File: config.mk
export PLATFORM = sky130hd
export DESIGN_NAME = vri_top
export DESIGN_NICKNAME = d
export VERILOG_FILES = /design/src/design/vri_pkg.sv /design/src/design/vri_top.sv
export VERILOG_INCLUDE_DIRS = /design/src /design/src/design
export SDC_FILE = /design/constraint.sdc
export NUM_CORES = 1
export LEC_CHECK = 0
export BUFFER_PORTS_ARGS = -buffer_cell sky130_fd_sc_hd__buf_4
export CAP_MARGIN = 20
export CORE_UTILIZATION = 50
export DETAILED_ROUTE_END_ITERATION = 16
export PLACE_DENSITY = 0.67
export SLEW_MARGIN = 5
export SYNTH_ARGS = -nofsm -noshare
export SYNTH_HDL_FRONTEND = slang
export SYNTH_SLANG_ARGS = --single-unit
File: constraint.sdc
create_clock -name clk_sys -period 82.1 [get_ports clk_sys]
set_input_delay 16.42 -clock clk_sys [delete_from_list [all_inputs] [get_ports clk_sys]]
set_output_delay 16.42 -clock clk_sys [all_outputs]
set_load 0.1 [all_outputs]
File: src/design/vri_cfg.svh
`ifndef VRI_CFG_SVH
`define VRI_CFG_SVH

// Register byte offsets; VRI_OFS_REQ_PAGE is the page number matched against paddr[11:7]
`define VRI_OFS_THR0 12'h000
`define VRI_OFS_THR1 12'h004
`define VRI_OFS_VEC0 12'h100
`define VRI_OFS_VEC1 12'h104
`define VRI_OFS_PEND 12'h200
`define VRI_OFS_FEAT 12'h300
`define VRI_OFS_REQ_PAGE 5'h08
`define VRI_OFS_STAT 12'h500
`define VRI_OFS_CLR 12'h504
`define VRI_OFS_EN 12'h508

// Field values and reset values
`define VRI_FEAT_TGT 6'h01
`define VRI_FEAT_PRIO 8'h0f
`define VRI_FEAT_NREQ 8'h1f
`define VRI_ACT_LOW_MASK 31'h0000_000f
`define VRI_THR_RST 4'h0
`define VRI_PRIO_RST 4'h0
`define VRI_BASE_RST 21'h00_0000
`define VRI_PRIO_MASKED 4'h0
`define VRI_IDX_NONE 5'h00
`define VRI_NUM_REQ 31

`endif

File: src/design/vri_pkg.sv
package vri_pkg;

    typedef struct packed {
        logic [20:0] base;
        logic [2:0] rsv;
        logic [4:0] idx;
        logic [2:0] nul;
    } vri_vec_type;

    typedef struct packed {
        logic [9:0] rsv;
        logic [5:0] tgt;
        logic [7:0] prio;
        logic [7:0] nreq;
    } vri_feat_type;

    typedef struct packed {
        logic [30:0] bits;
        logic zero;
    } vri_line_word_type;

endpackage

File: src/design/vri_top.sv
`timescale 1ns/1ns
`include "vri_cfg.svh"
module vri_top #(
    parameter logic [30:0] ACT_LOW = `VRI_ACT_LOW_MASK
) (
    input wire logic clk_sys,
    input wire logic reset,
    input wire logic psel,
    input wire logic penable,
    input wire logic pwrite,
    input wire logic [11:0] paddr,
    input wire logic [31:0] pwdata,
    output logic [31:0] prdata,
    output logic pready,
    output logic pslverr,
    input wire logic [31:1] irq_req,
    output logic [1:0] irq_target,
    output logic irq
);

    logic [31:1] pend_r;
    logic [31:1] pend_d_r;
    logic [31:1] stat_r;
    logic [31:1] en_r;
    logic [3:0] thr_r [0:1];
    logic [20:0] base_r [0:1];
    logic [3:0] prio_r [1:31];
    logic [4:0] best_idx [0:1];
    logic [1:0] irq_target_r;
    logic irq_r;
    logic [31:0] prdata_r;
    logic pready_r;
    logic pslverr_r;
    logic [31:0] rd_val;
    logic hit;
    logic setup;
    logic wr_acc;
    logic [4:0] req_sel;
    vri_pkg::vri_vec_type vec_w [0:1];
    vri_pkg::vri_feat_type feat_w;
    vri_pkg::vri_line_word_type pend_w;
    logic [31:1] qual_w [0:1];
    logic [3:0] top_prio_w [0:1];
    logic [1:0] lower_tie_w;

    assign setup = psel & ~penable;
    assign wr_acc = psel & penable & pready_r & pwrite;
    assign req_sel = paddr[6:2];

    // Request capture with per-line polarity
    always_ff @(posedge clk_sys) begin
        if (reset) begin
            pend_r <= '0;
            pend_d_r <= '0;
        end else begin
            pend_r <= irq_req ^ ACT_LOW;
            pend_d_r <= pend_r;
        end
    end

    // Highest priority qualifying line per target
    always_comb begin
        logic [3:0] bp;
        logic [4:0] bi;
        bp = `VRI_PRIO_MASKED;
        bi = `VRI_IDX_NONE;
        for (int t = 0; t < 2; t++) begin
            bp = `VRI_PRIO_MASKED;
            bi = `VRI_IDX_NONE;
            for (int n = `VRI_NUM_REQ; n >= 1; n--) begin
                if (pend_r[n] && prio_r[n] != `VRI_PRIO_MASKED
                        && prio_r[n] > thr_r[t]
                        && prio_r[n] >= bp) begin
                    bp = prio_r[n];
                    bi = 5'(n);
                end
            end
            best_idx[t] = bi;
        end
    end

    // Vector, features and pending words
    always_comb begin
        for (int t = 0; t < 2; t++) begin
            vec_w[t].base = base_r[t];
            vec_w[t].rsv = 3'h0;
            vec_w[t].idx = best_idx[t];
            vec_w[t].nul = 3'h0;
        end
        feat_w.rsv = 10'h000;
        feat_w.tgt = `VRI_FEAT_TGT;
        feat_w.prio = `VRI_FEAT_PRIO;
        feat_w.nreq = `VRI_FEAT_NREQ;
        pend_w.bits = pend_r;
        pend_w.zero = 1'b0;
    end

    // Read decode
    always_comb begin
        rd_val = 32'h0000_0000;
        hit = 1'b1;
        if (paddr == `VRI_OFS_THR0) begin
            rd_val = {28'h000_0000, thr_r[0]};
        end else if (paddr == `VRI_OFS_THR1) begin
            rd_val = {28'h000_0000, thr_r[1]};
        end else if (paddr == `VRI_OFS_VEC0) begin
            rd_val = vec_w[0];
        end else if (paddr == `VRI_OFS_VEC1) begin
            rd_val = vec_w[1];
        end else if (paddr == `VRI_OFS_PEND) begin
            rd_val = pend_w;
        end else if (paddr == `VRI_OFS_FEAT) begin
            rd_val = feat_w;
        end else if (paddr[11:7] == `VRI_OFS_REQ_PAGE && paddr[1:0] == 2'h0 && req_sel != 5'h00) begin
            rd_val = {pend_r[req_sel], 27'h000_0000, prio_r[req_sel]};
        end else if (paddr == `VRI_OFS_STAT) begin
            rd_val = {stat_r, 1'b0};
        end else if (paddr == `VRI_OFS_CLR) begin
            rd_val = 32'h0000_0000;
        end else if (paddr == `VRI_OFS_EN) begin
            rd_val = {en_r, 1'b0};
        end else begin
            hit = 1'b0;
        end
    end

    // Bus answer: one access cycle
    always_ff @(posedge clk_sys) begin
        if (reset) begin
            pready_r <= 1'b0;
            pslverr_r <= 1'b0;
            prdata_r <= 32'h0000_0000;
        end else begin
            pready_r <= setup;
            pslverr_r <= setup & ~hit;
            if (setup && !pwrite) begin
                prdata_r <= rd_val;
            end else if (setup) begin
                prdata_r <= 32'h0000_0000;
            end
        end
    end

    // Threshold registers
    always_ff @(posedge clk_sys) begin
        if (reset) begin
            thr_r[0] <= `VRI_THR_RST;
            thr_r[1] <= `VRI_THR_RST;
        end else if (wr_acc && paddr == `VRI_OFS_THR0) begin
            thr_r[0] <= pwdata[3:0];
        end else if (wr_acc && paddr == `VRI_OFS_THR1) begin
            thr_r[1] <= pwdata[3:0];
        end
    end

    // Table base registers
    always_ff @(posedge clk_sys) begin
        if (reset) begin
            base_r[0] <= `VRI_BASE_RST;
            base_r[1] <= `VRI_BASE_RST;
        end else if (wr_acc && paddr == `VRI_OFS_VEC0) begin
            base_r[0] <= pwdata[31:11];
        end else if (wr_acc && paddr == `VRI_OFS_VEC1) begin
            base_r[1] <= pwdata[31:11];
        end
    end

    // Per-line priority registers
    always_ff @(posedge clk_sys) begin
        if (reset) begin
            for (int n = 1; n <= `VRI_NUM_REQ; n++) begin
                prio_r[n] <= `VRI_PRIO_RST;
            end
        end else if (wr_acc && paddr[11:7] == `VRI_OFS_REQ_PAGE && paddr[1:0] == 2'h0
                && req_sel != 5'h00) begin
            prio_r[req_sel] <= pwdata[3:0];
        end
    end

    // Event status, enable and summary line
    always_ff @(posedge clk_sys) begin
        if (reset) begin
            stat_r <= '0;
            en_r <= '0;
            irq_r <= 1'b0;
        end else begin
            if (wr_acc && paddr == `VRI_OFS_CLR) begin
                stat_r <= (stat_r & ~pwdata[31:1]) | (pend_r & ~pend_d_r);
            end else begin
                stat_r <= stat_r | (pend_r & ~pend_d_r);
            end
            if (wr_acc && paddr == `VRI_OFS_EN) begin
                en_r <= pwdata[31:1];
            end
            irq_r <= |(stat_r & en_r);
        end
    end

    // Target request outputs
    always_ff @(posedge clk_sys) begin
        if (reset) begin
            irq_target_r <= 2'b00;
        end else begin
            irq_target_r[0] <= best_idx[0] != `VRI_IDX_NONE;
            irq_target_r[1] <= best_idx[1] != `VRI_IDX_NONE;
        end
    end

    // Reference view of qualifying lines, read only by the checks
    always_comb begin
        for (int t = 0; t < 2; t++) begin
            qual_w[t] = '0;
            top_prio_w[t] = `VRI_PRIO_MASKED;
            lower_tie_w[t] = 1'b0;
            for (int n = 1; n <= `VRI_NUM_REQ; n++) begin
                qual_w[t][n] = pend_r[n] && prio_r[n] != `VRI_PRIO_MASKED
                    && prio_r[n] > thr_r[t];
                if (qual_w[t][n] && prio_r[n] > top_prio_w[t]) begin
                    top_prio_w[t] = prio_r[n];
                end
            end
            for (int n = 1; n <= `VRI_NUM_REQ; n++) begin
                if (n < best_idx[t] && qual_w[t][n] && prio_r[n] == top_prio_w[t]) begin
                    lower_tie_w[t] = 1'b1;
                end
            end
        end
    end

    assign prdata = prdata_r;
    assign pready = pready_r;
    assign pslverr = pslverr_r;
    assign irq_target = irq_target_r;
    assign irq = irq_r;
endmodule // vri_top

==> flow_metrics.tcl <==
set metrics [dict create \
    synth.area.top_cells "ha_1 19%, edfxtp_1 18%, dfxtp_1 11%, a21oi_1 5.0%, nor2_1 4.4%" \
    crit_top_cell "a21o_1" \
    yosys_register_bits 339 \
    hpwlAfterDp_um 76800 \
    path_class "reg2reg" \
    p_leak_nw 13.5 \
    synthSimpleGateAreaFrac_pct 18.8 \
    maxCapViolations 0 \
    cts_sinks 339 \
    start_util_pct 50.6 \
    async_flop_share_pct 0 \
    gp_congestion 0.944 \
    row_count 89 \
    cts_hold_buf 0 \
    dpl_cell_area_mm2 0.0314 \
    p_sw_w 0.000161 \
    slowest_stage "nor3_1" \
    min_period_ps 53320 \
    setup-violations-final 0 \
    rsz0062_at_grt "no" \
    htreeDepth 2 \
    critPathMaxFanout 31 \
    area_delta_synth_final_pct 9.60 \
    clkPwrFrac_pct 32.1 \
    yosys-top-cells-count "461 x ha_1, 346 x nor2_1, 296 x a21oi_1, 270 x nand2_1, 178 x edfxtp_1" \
    antenna_found_initial 5 \
    clockBufferDepth 3 \
    portBuffers 116 \
    root_buffer "clkbuf_16" \
    muxShareOfSynthArea_pct 5.32 \
    hold_slack_ps 470 \
    tritoncts "built" \
    fin_worst_skew_ps 29.0 \
    die_w_um 246 \
    clk_pin_slew_ps 70 \
    start_kind "flip-flop" \
    synth_top_family_by_area "compound AO/OA/AOI/OAI gates" \
    drc 0 \
    hold_class "reg2reg" \
    final_max_slew_viol_count 0 \
    wire_per_inst_um 23.8 \
    syn_inst 3383 \
    io_pins 117 \
    vias_per_cell 6.54 \
    grt_pass1_wl_um 156000 \
    grtUsageTotal_pct 32.9 \
    gr-total-overflow 0 \
    post_cts_resized 0 \
    cts_setup_buffers 0 \
    die_h_um 246 \
    critPathMaxStageDelay_ps 870 \
    drive_above_1_share_pct 9.88 \
    core-area_mm2 0.0589 \
    synth_top_area_cell "ha_1" \
    combinationalPowerShare_pct 29.2 \
    synthAdderAreaFrac_pct 19.6 \
    grt_pass1_vias 27325 \
    hold_viol 0 \
    grt_start_max_net_pins 79 \
    internal_power_w 0.000336 \
    synthDistinctLibCells 92 \
    synth_compound_area_share_pct 24.0 \
    p_sw_share_pct 32.4 \
    clk_latency_ps 540 \
    synth_top_area_share_pct 19.4 \
    ant_nets 0 \
    setup_tns_ps 0 \
    end_kind "flip-flop" \
    timing.final.crit_share_pct 64.9 \
    place_inst 4184 \
    outcome "finished, final reports clean" \
    max_freq_mhz 18.8 \
    syn_area_mm2 0.0298 \
    yosysMostFrequentCell "ha_1" \
    numCtsBuffers 35 \
    max_slew.worst_pin.slew_ps 1170 \
    final_area_mm2 0.0326 \
    seqPwrFrac_pct 38.7 \
    irDropWorstVdd_mv 0.0178 \
    maxSlewHeadroom_pct 21.1 \
    cp.required_ps 82580 \
    num_vias 27858 \
    syn_area_per_cell_um2 8.80 \
    synth-edff-count 178 \
    die_area_mm2 0.0605 \
    first_pass_iters 8 \
    synthXorXnorAreaFrac_pct 0 \
    nNetsFinal 3995 \
    power_density_mw_per_mm2 15.2 \
    synth_seq_area_share_pct 28.8 \
    ys_dominant_reg_cell "edfxtp_1" \
    drt_iter0_drc 2370 \
    wl_um 101000 \
    final_util_pct 55.4 \
    yosysWarnings 0 \
    finalNonFillerCells 4260 \
    cp.arrival_ps 53810 \
]
path summary, 6_finish.rpt:
check,startpoint,endpoint,slack (ps),depth (start not counted)
setup / recovery,thr_r[0][3]$_DFFE_PP_,prdata[7]$_SDFFE_PP0P_,28780,254
hold reg to reg,en_r[31]$_SDFFE_PP0P_,en_r[31]$_SDFFE_PP0P_,470,2
setup reg to reg,thr_r[0][3]$_DFFE_PP_,prdata[7]$_SDFFE_PP0P_,28780,254
hold / removal,en_r[31]$_SDFFE_PP0P_,en_r[31]$_SDFFE_PP0P_,470,2
routing by layer:
metal	track usage (%)	vias to the layer above	routed length, um
met1	42.2	13344	41400
met2	54.3	1358	46800
met4	14.1	6	4450
met3	5.21	264	8730
li1	-	12886	-
met5	0	-	34
through the flow:
stage               power (W)  worst slack, ps
floorplan            0.000295            35210
global placement     0.000331            30330
detailed placement   0.000338            28010
CTS                  0.000495            27830
global route         0.000519            24430
finish               0.000496            28780
sequential cells by signal, summed over array words and instances, names as in the netlist:
register	count
pend_d_r	31
en_r	31
prdata	32
pslverr	1
irq	1
stat_r	31
pready	1
pend_r	31
base_r	42
prio_r	128
irq_target	2
thr_r	8
placed cells by master (no fill, tap or decap), types with 28 or more instances in the layout:
cell type,instances
a21o_1,133
a21oi_1,296
a221o_1,29
a41o_1,43
and2_1,28
and3_1,37
buf_4,150
clkbuf_16,36
dfxtp_1,161
edfxtp_1,178
ha_1,461
inv_1,146
mux2_2,43
mux4_2,40
nand2_1,270
nand2b_1,117
nand3_1,40
nor2_1,344
nor2b_1,151
nor3_1,77
o21a_1,58
o21ai_0,143
o22ai_1,39
o41ai_1,31
cell type report:
class                      count  area, um^2
fill                        5256       26300
multi-input combinational   2772       20200
sequential                   339        8570
timing repair buffer         158        1180
tap                          773         967
clock buffer                  45         955
inverter                     148         556
clock inverter                19         181
antenna                        6        15.0
power by group through the flow:
stage	Sequential, W	Combinational [W]	Clock (W)
final	0.000192	0.000145	0.000159
after global routing	0.000192	0.000161	0.000166
after CTS	0.000192	0.000143	0.000160
after detailed placement	0.000195	0.000142	0
after global placement	0.000195	0.000136	0
after floorplan	0.000193	0.000102	0
logic make-up (layout without fill, tap and decap cells):
kind of cell / after synthesis / in the layout
simple gates: 1157 / 1157
flops: 339 / 339
buf+inv: 275 / 370
compound gates: 1040 / 1040
other cells: 1 / 10
fa+ha+maj: 468 / 468
mux: 103 / 103
worst max-delay path, delay by kind of cell, from the launching register on:
family / cells / cell delay, ps
simple gates: 75 / 19340
flops: 1 / 390
buf+inv: 19 / 3590
compound gates: 118 / 17560
mux: 11 / 4220
fa+ha+maj: 31 / 8190
(Power assumes the default switching activity.)
